===== src/rtl/port_pkg.sv =====
`default_nettype none
package port_pkg;

    // ------------------------------------------------------------
    // timing
    // ------------------------------------------------------------
    localparam int CLK_NS         = 20;
    localparam int STEP_NS        = 1000;   // one gate step, one microsecond
    localparam int STEP_CYCLES    = (STEP_NS + CLK_NS - 1) / CLK_NS;
    localparam int GATE_PERIOD_US = 256;
    localparam int RTI_PERIOD_US  = 512;
    localparam int FINE_STEP_UV   = 500;    // output rise per fine-gate step
    localparam int CURRENT_RATIO  = 200;    // coarse current over fine current

    // ------------------------------------------------------------
    // register offsets (byte addresses, one word each)
    // ------------------------------------------------------------
    localparam int ADDR_W = 8;
    localparam logic [7:0] OFS_VOLT_HI   = 8'h00;
    localparam logic [7:0] OFS_VOLT_LO   = 8'h04;
    localparam logic [7:0] OFS_DIGIT2    = 8'h08;
    localparam logic [7:0] OFS_DIGIT3    = 8'h0c;
    localparam logic [7:0] OFS_LATCH     = 8'h10;
    localparam logic [7:0] OFS_LIMIT_SET = 8'h14;
    localparam logic [7:0] OFS_LIMIT_CLR = 8'h18;
    localparam logic [7:0] OFS_SEG_PORT  = 8'h1c;
    localparam logic [7:0] OFS_DIG_PORT  = 8'h20;
    localparam logic [7:0] OFS_BAL_PORT  = 8'h24;
    localparam logic [7:0] OFS_SWITCH    = 8'h28;
    localparam logic [7:0] OFS_STATUS    = 8'h2c;

    localparam logic [1:0] RESP_OKAY   = 2'h0;
    localparam logic [1:0] RESP_SLVERR = 2'h2;

    // ------------------------------------------------------------
    // bit-addressable latch layout
    // ------------------------------------------------------------
    localparam int BIT_IDAC_DATA   = 0;
    localparam int BIT_IDAC_CLOCK  = 1;
    localparam int BIT_IDAC_STROBE = 2;
    localparam int BIT_IRQ_MASK    = 3;
    localparam int BIT_SHOW_VOLT   = 4;
    localparam int BIT_RELAY       = 5;
    localparam int BIT_LISTEN      = 6;
    localparam int BIT_REMOTE      = 7;
    localparam int LATCH_VALUE_BIT = 7;     // value travels on data bit 7
    localparam logic [7:0] LATCH_RESET = 8'h00;

    // pins arriving from outside the clock domain
    typedef struct packed {
        logic [6:0] segments;
        logic       measure_zero;
        logic [4:0] digit_scan;
        logic [2:0] select_buttons;
        logic [3:0] knob;
        logic       cv_mode;
        logic       cc_mode;
        logic       identify_button;
        logic       output_button;
        logic [7:0] address_switch;
        logic       force_mode;
        logic       listener_irq;
    } pin_in_type;

endpackage : port_pkg
`default_nettype wire


===== src/rtl/psu_io.sv =====
// Implementation choices: the register offsets and the AXI4-Lite register port.
`timescale 1ns/1ns
`default_nettype none

module psu_io #(
    parameter int STEP_CYCLES = port_pkg::STEP_CYCLES,
    parameter int GATE_STEPS  = port_pkg::GATE_PERIOD_US,
    parameter int RTI_STEPS   = port_pkg::RTI_PERIOD_US
) (
    input  wire logic                  clock,
    input  wire logic                  rst,
    // axi4-lite slave
    input  wire logic [7:0]            s_axi_awaddr,
    input  wire logic                  s_axi_awvalid,
    output logic                       s_axi_awready,
    input  wire logic [31:0]           s_axi_wdata,
    input  wire logic [3:0]            s_axi_wstrb,
    input  wire logic                  s_axi_wvalid,
    output logic                       s_axi_wready,
    output logic [1:0]                 s_axi_bresp,
    output logic                       s_axi_bvalid,
    input  wire logic                  s_axi_bready,
    input  wire logic [7:0]            s_axi_araddr,
    input  wire logic                  s_axi_arvalid,
    output logic                       s_axi_arready,
    output logic [31:0]                s_axi_rdata,
    output logic [1:0]                 s_axi_rresp,
    output logic                       s_axi_rvalid,
    input  wire logic                  s_axi_rready,
    // panel and analog side
    input  wire port_pkg::pin_in_type  pins_in,
    output logic                       coarse_gate,
    output logic                       fine_gate,
    output logic [7:0]                 digit2_segments,
    output logic [7:0]                 digit3_segments,
    output logic                       idac_data,
    output logic                       idac_clock,
    output logic                       idac_strobe,
    output logic                       listen_indicator,
    output logic                       remote_indicator,
    output logic                       relay_on,
    output logic                       show_voltage_select,
    output logic                       show_limit_select,
    output logic                       periodic_irq_mask,
    output logic                       nmi_request,
    output logic                       irq_request,
    output logic                       bus_enable,
    output logic                       read_strobe,
    output logic                       write_strobe,
    output logic                       switch_enable
);

    // ------------------------------------------------------------
    // constants at the width of what they meet
    // ------------------------------------------------------------
    localparam logic [15:0] STEP_LAST = 16'(STEP_CYCLES - 1);
    localparam logic [15:0] STEP_HALF = 16'(STEP_CYCLES / 2);
    localparam logic [7:0]  GATE_LAST = 8'(GATE_STEPS - 1);
    localparam logic [9:0]  RTI_LAST  = 10'(RTI_STEPS - 1);

    typedef struct packed {
        port_pkg::pin_in_type sync1;
        port_pkg::pin_in_type sync2;
        port_pkg::pin_in_type sync3;
        port_pkg::pin_in_type pins;
        logic        awready;
        logic        wready;
        logic        arready;
        logic        aw_held;
        logic [7:0]  aw_addr;
        logic        w_held;
        logic [31:0] wdata;
        logic [3:0]  wstrb;
        logic        bvalid;
        logic [1:0]  bresp;
        logic        rvalid;
        logic [31:0] rdata;
        logic [1:0]  rresp;
        logic [7:0]  volt_hi;
        logic [7:0]  volt_lo;
        logic [7:0]  digit2;
        logic [7:0]  digit3;
        logic [7:0]  bit_latch;
        logic        show_limit;
        logic [15:0] step_cnt;
        logic        tick;
        logic [7:0]  gate_cnt;
        logic [7:0]  coarse_on;
        logic [7:0]  fine_on;
        logic        coarse_gate;
        logic        fine_gate;
        logic [9:0]  rti_cnt;
        logic        nmi;
        logic        irq;
        logic        bus_enable;
        logic        read_strobe;
        logic        write_strobe;
        logic        switch_enable;
    } state_type;

    state_type s;
    state_type next_s;

    // ------------------------------------------------------------
    // read decode: {error, word}
    // ------------------------------------------------------------
    function automatic logic [32:0] read_word(input state_type st,
                                              input logic [7:0] addr);
        logic        id_eff;
        logic [32:0] r;
        id_eff = st.pins.identify_button |
                 (st.show_limit & st.bit_latch[port_pkg::BIT_SHOW_VOLT]);
        r = '0;
        case (addr)
            port_pkg::OFS_VOLT_HI: r[7:0] = st.volt_hi;
            port_pkg::OFS_VOLT_LO: r[7:0] = st.volt_lo;
            port_pkg::OFS_DIGIT2:  r[7:0] = st.digit2;
            port_pkg::OFS_DIGIT3:  r[7:0] = st.digit3;
            port_pkg::OFS_LATCH:   r[7:0] = st.bit_latch;
            port_pkg::OFS_SEG_PORT: begin
                r[7:0] = {st.pins.measure_zero, st.pins.segments};
            end
            port_pkg::OFS_DIG_PORT: begin
                r[7:0] = {st.pins.select_buttons, st.pins.digit_scan};
            end
            port_pkg::OFS_BAL_PORT: begin
                r[7:0] = {st.pins.output_button, id_eff, st.pins.cc_mode,
                          st.pins.cv_mode, st.pins.knob};
            end
            port_pkg::OFS_SWITCH: r[7:0] = st.pins.address_switch;
            port_pkg::OFS_STATUS: begin
                r[3:0] = {st.pins.force_mode, st.irq, st.nmi, st.show_limit};
            end
            default: r[32] = 1'b1;
        endcase
        return r;
    endfunction : read_word

    // ------------------------------------------------------------
    // next state
    // ------------------------------------------------------------
    always_comb begin
        port_pkg::pin_in_type agree;
        logic [32:0] rd;
        next_s = s;
        agree = '0;
        rd = '0;
        next_s.read_strobe = 1'b0;
        next_s.write_strobe = 1'b0;
        next_s.switch_enable = 1'b0;

        // three-stage pin sync; value moves only when stages 2 and 3 agree
        next_s.sync1 = pins_in;
        next_s.sync2 = s.sync1;
        next_s.sync3 = s.sync2;
        agree = ~(s.sync2 ^ s.sync3);
        next_s.pins = (agree & s.sync2) | (~agree & s.pins);

        next_s.tick = 1'b0;
        if (s.step_cnt == STEP_LAST) begin
            next_s.step_cnt = '0;
            next_s.tick = 1'b1;
        end else begin
            next_s.step_cnt = s.step_cnt + 16'h0001;
        end
        next_s.bus_enable = (s.step_cnt >= STEP_HALF);

        // fixed period, settings taken at wrap so no runt pulse
        if (s.tick) begin
            if (s.gate_cnt == GATE_LAST) begin
                next_s.gate_cnt = '0;
                next_s.coarse_on = s.volt_hi;
                next_s.fine_on = s.volt_lo;
            end else begin
                next_s.gate_cnt = s.gate_cnt + 8'h01;
            end
        end
        next_s.coarse_gate = (s.gate_cnt < s.coarse_on);
        next_s.fine_gate = (s.gate_cnt < s.fine_on);

        if (s.tick) begin
            if (s.rti_cnt == RTI_LAST) begin
                next_s.rti_cnt = '0;
            end else begin
                next_s.rti_cnt = s.rti_cnt + 10'h001;
            end
            next_s.nmi = (s.rti_cnt == RTI_LAST) &&
                         !s.bit_latch[port_pkg::BIT_IRQ_MASK];
        end

        next_s.irq = s.pins.listener_irq;

        // write channels taken in either order
        if (s_axi_awvalid && s.awready) begin
            next_s.aw_held = 1'b1;
            next_s.aw_addr = s_axi_awaddr;
        end
        if (s_axi_wvalid && s.wready) begin
            next_s.w_held = 1'b1;
            next_s.wdata = s_axi_wdata;
            next_s.wstrb = s_axi_wstrb;
        end
        if (s.bvalid && s_axi_bready) begin
            next_s.bvalid = 1'b0;
        end

        // writes act only under the write strobe
        if (s.aw_held && s.w_held) begin
            next_s.aw_held = 1'b0;
            next_s.w_held = 1'b0;
            next_s.bvalid = 1'b1;
            next_s.bresp = port_pkg::RESP_OKAY;
            next_s.write_strobe = 1'b1;
            case (s.aw_addr)
                port_pkg::OFS_VOLT_HI: begin
                    if (s.wstrb[0]) next_s.volt_hi = s.wdata[7:0];
                end
                port_pkg::OFS_VOLT_LO: begin
                    if (s.wstrb[0]) next_s.volt_lo = s.wdata[7:0];
                end
                port_pkg::OFS_DIGIT2: begin
                    if (s.wstrb[0]) next_s.digit2 = s.wdata[7:0];
                end
                port_pkg::OFS_DIGIT3: begin
                    if (s.wstrb[0]) next_s.digit3 = s.wdata[7:0];
                end
                // one bit, index in low bits
                port_pkg::OFS_LATCH: begin
                    if (s.wstrb[0]) begin
                        next_s.bit_latch[s.wdata[2:0]] =
                            s.wdata[port_pkg::LATCH_VALUE_BIT];
                    end
                end
                port_pkg::OFS_LIMIT_SET: begin
                    if (s.wstrb[0]) next_s.show_limit = 1'b1;
                end
                port_pkg::OFS_LIMIT_CLR: begin
                    if (s.wstrb[0]) next_s.show_limit = 1'b0;
                end
                default: next_s.bresp = port_pkg::RESP_SLVERR;
            endcase
        end

        // reads answer the cycle after the address is taken
        if (s.rvalid && s_axi_rready) begin
            next_s.rvalid = 1'b0;
        end
        if (s_axi_arvalid && s.arready) begin
            rd = read_word(s, s_axi_araddr);
            next_s.rvalid = 1'b1;
            next_s.read_strobe = 1'b1;
            next_s.rdata = rd[31:0];
            next_s.rresp = rd[32] ? port_pkg::RESP_SLVERR : port_pkg::RESP_OKAY;
            // switch buffer on address or any forced read
            if (s.pins.force_mode || s_axi_araddr == port_pkg::OFS_SWITCH) begin
                next_s.switch_enable = 1'b1;
                next_s.rdata = {24'h000000, s.pins.address_switch};
                next_s.rresp = port_pkg::RESP_OKAY;
            end
        end

        // readies: one transfer of each kind under way at a time
        next_s.awready = !next_s.aw_held && !next_s.bvalid;
        next_s.wready = !next_s.w_held && !next_s.bvalid;
        next_s.arready = !next_s.rvalid;
    end

    // ------------------------------------------------------------
    // state register
    // ------------------------------------------------------------
    always_ff @(posedge clock) begin
        if (rst) begin
            s <= '0;
        end else begin
            s <= next_s;
        end
    end

    // ------------------------------------------------------------
    // outputs, all straight from state
    // ------------------------------------------------------------
    assign s_axi_awready = s.awready;
    assign s_axi_wready = s.wready;
    assign s_axi_bresp = s.bresp;
    assign s_axi_bvalid = s.bvalid;
    assign s_axi_arready = s.arready;
    assign s_axi_rdata = s.rdata;
    assign s_axi_rresp = s.rresp;
    assign s_axi_rvalid = s.rvalid;
    assign coarse_gate = s.coarse_gate;
    assign fine_gate = s.fine_gate;
    assign digit2_segments = s.digit2;
    assign digit3_segments = s.digit3;
    assign idac_data = s.bit_latch[port_pkg::BIT_IDAC_DATA];
    assign idac_clock = s.bit_latch[port_pkg::BIT_IDAC_CLOCK];
    assign idac_strobe = s.bit_latch[port_pkg::BIT_IDAC_STROBE];
    assign listen_indicator = s.bit_latch[port_pkg::BIT_LISTEN];
    assign remote_indicator = s.bit_latch[port_pkg::BIT_REMOTE];
    assign relay_on = s.bit_latch[port_pkg::BIT_RELAY];
    assign show_voltage_select = s.bit_latch[port_pkg::BIT_SHOW_VOLT];
    assign periodic_irq_mask = s.bit_latch[port_pkg::BIT_IRQ_MASK];
    assign show_limit_select = s.show_limit;
    assign nmi_request = s.nmi;
    assign irq_request = s.irq;
    assign bus_enable = s.bus_enable;
    assign read_strobe = s.read_strobe;
    assign write_strobe = s.write_strobe;
    assign switch_enable = s.switch_enable;

endmodule : psu_io
`default_nettype wire


===== config.mk =====
export PLATFORM = sky130hd
export DESIGN_NAME = psu_io
export DESIGN_NICKNAME = d
export VERILOG_FILES = /design/src/rtl/port_pkg.sv /design/src/rtl/psu_io.sv
export SDC_FILE = /design/constraint.sdc
export NUM_CORES = 1
export LEC_CHECK = 0
export ABC_AREA = 1
export ABC_CLOCK_PERIOD_IN_PS = 4100
export BUFFER_PORTS_ARGS = -buffer_cell sky130_fd_sc_hd__buf_2
export CAP_MARGIN = 20
export CORE_UTILIZATION = 53
export CTS_CLUSTER_DIAMETER = 80
export DETAILED_ROUTE_END_ITERATION = 10
export PLACE_DENSITY_LB_ADDON = 0.12
export SETUP_SLACK_MARGIN = 0.1
export SKIP_CTS_REPAIR_TIMING = 1
export SYNTH_ARGS = -nofsm -noshare
export SYNTH_HDL_FRONTEND = slang
export SYNTH_SLANG_ARGS = --single-unit

===== constraint.sdc =====
create_clock -name clock -period 4.1 [get_ports clock]
set_clock_uncertainty 0.05 [all_clocks]
set_input_delay 0.205 -clock clock [delete_from_list [all_inputs] [get_ports clock]]
set_output_delay 0.205 -clock clock [all_outputs]
set_load 0.02 [all_outputs]

==> impl_metrics.tcl <==
set metrics [dict create \
    maxCapViolCount 0 \
    ys_seq_area_share_pct 49.2 \
    finalMaxSlewViolations 0 \
    antenna_found_initial 0 \
    cts-root-buf "clkbuf_16" \
    crit_required_ps 4450 \
    slowest_delay_ps 590 \
    violations "negative hold slack" \
    fin_hold_ws_ps -69.6 \
    n_fill_cell 1856 \
    syn_area_um2 11000 \
    grt_first_pass_wirelength_mm 38.3 \
    port-buffer-count 113 \
    clk_latency_ps 540 \
    drtAntennaViolNets 0 \
    pwr_density_cell_nw_per_um2 439 \
    placed_area_um2 11400 \
    status "finished with violations" \
    dieArea_um2 21300 \
    worstMarginPinSlew_ps 967 \
    hold_path.class "primary input to flop" \
    area_growth_pct 16.7 \
    grt_pass1_vias 7637 \
    synth_seq_cells 270 \
    die_h_um 146 \
    wl_per_cell_um 13.5 \
    cts_inserted_buffers 29 \
    arrival_ps 2560 \
    synth_edf_count 0 \
    overflow 0 \
    synthFlopType "dfxtp_1" \
    initial_utilization_pct 54.1 \
    gp_congestion 0.830 \
    io_pins 167 \
    coreArea_um2 20300 \
    clock_sinks 270 \
    path_clk_slew_ps 60 \
    path_delay_family "simple AND/OR/NAND/NOR gates" \
    dr_total_vias 8684 \
    cts_tree "built" \
    finalNonFillerCells 1797 \
    start_kind "flop" \
    endpoint_kind "flop" \
    nets 1623 \
    fin_setup_tns_ps 0 \
    dp_cells 1700 \
    routed_wl_mm 24.2 \
    ir_drop_mv 0.297 \
    min_period_ps 2210 \
    cp_max_fo 33 \
    max_slew_margin_pct 35.6 \
    critical_path_buf_inv_count 1 \
    timing.fmax_ghz 0.452 \
    dp_hpwl_mm 16.2 \
    netlist_instances 1387 \
    die_x_um 146 \
    drc 0 \
    synthDistinctLibCells 42 \
    post-route-period-util_pct 54.0 \
    drive_gt1_share_pct 14.6 \
    clock_path_buffers 3 \
    rsz0062_at_grt "no" \
    setup_violations 0 \
    syn_avg_cell_area_um2 7.92 \
    worstSetupPathType "flop to flop" \
    row_count 52 \
    first_pass_iters 5 \
    grt_use_total_pct 22.1 \
    crit_slowest_cell "nand4_2" \
    finalHoldViolCount 3 \
    drtIter0Drc 405 \
    n_antenna_cell 0 \
    grt_start_max_net_pins 104 \
    power_mw 5.63 \
    design_area_um2 12800 \
    path_cells "inv_2, nor2_2, nand4_2, o21ai_0, a21oi_1" \
    synthArstFlopShare_pct 0 \
    via_per_inst 4.83 \
    yosysWarnings 0 \
    p_leak_nw 5.54 \
    htreeDepth 1 \
]
[final cells by class]
| class | count | area [µm²] | share of cell area, % |
|---|---|---|---|
| multi-input cells | 836 | 4260 | 33.2 |
| clock inverters | 7 | 110 | 0.859 |
| clock buffers | 40 | 837 | 6.53 |
| well taps | 270 | 338 | 2.63 |
| inverters | 209 | 791 | 6.17 |
| flip-flops and latches | 270 | 5410 | 42.2 |
| repair buffers | 165 | 1080 | 8.45 |
[Yosys cell counts (all sizes together) (5+ instances only)]
cell / number / area [µm²]
dfxtp: 270 / 5410
nor2: 270 / 1170
inv: 209 / 790
nand2: 129 / 529
a21oi: 125 / 629
o21ai: 106 / 531
nand3: 76 / 390
buf: 67 / 514
clkbuf: 30 / 113
nor3: 23 / 126
ha: 19 / 238
a211oi: 16 / 140
nor3b: 15 / 153
nand4: 8 / 71.3
o21bai: 5 / 37.5
xor2: 5 / 43.8
[path summary, 6_finish.rpt]
kind	endpoint	from	depth (start not counted)	slack, ps
setup reg to reg	s[29]	s[42]	5	1890
setup / recovery	s[29]	s[42]	5	1890
hold reg to reg	next_s[229]	next_s[263]	2	350
hold / removal	s[178]	s_axi_awaddr[3]	3	-70
[cell families after synthesis]
group | share of synthesized area (%)
AND/OR/NAND/NOR | 22.3
buffers and inverters | 12.9
flip-flops | 49.2
AO/OA/AOI/OAI | 12.7
adder cells (fa/ha/maj) | 2.16
XOR/XNOR | 0.717
other | 0.0341
[metrics by stage]
step	utilization [%]	hold WS (ps)	worst slack (ps)
3_5_place_dp	56.0	342	1910
6_report	63.2	-69.6	1890
5_1_grt	63.2	2.31	1580
3_3_place_gp	56.0	340	1970
4_1_cts	60.7	-192	1900
2_1_floorplan	-	262	2620
[worst register-to-register path: stages, from the launching register on]
cell and delay (ps):
dfxtp_1 580, inv_2 140, nor2_2 230, nand4_2 590, o21ai_0 440, a21oi_1 60
[layout by cell type, fill, tap and decap left out, drive strengths merged]
cell type      n
a211oi        16
inv          208
nor3b         15
a21oi        125
o311ai         2
o22ai          1
buf          115
dlygate4sd3   50
bufinv         3
nand2        129
nor2         270
a21o           1
o21a           2
o21ai        106
dfxtp        270
o21bai         5
ha            19
xnor2          4
a31oi          1
clkinv         5
xor2           5
nor3          23
clkbuf        40
nand3         76
nand4          8
conb          26
or2            2
[power by group]
group | internal, mW | switching (mW) | total, mW
Clock | 1.59 | 0.982 | 2.57
Sequential | 2.69 | 0.0343 | 2.73
Combinational | 0.117 | 0.211 | 0.327
[routing by layer]
metal / global-route usage [%] / wire length, µm / vias to the layer above
li1: - / - / 4556
met1: 29.5 / 11200 / 3942
met2: 37.0 / 11500 / 144
met3: 3.70 / 971 / 42
met4: 5.83 / 495 / 0
met5: 0 / 0 / -
Note: power is estimated with default switching activity, not from simulation.
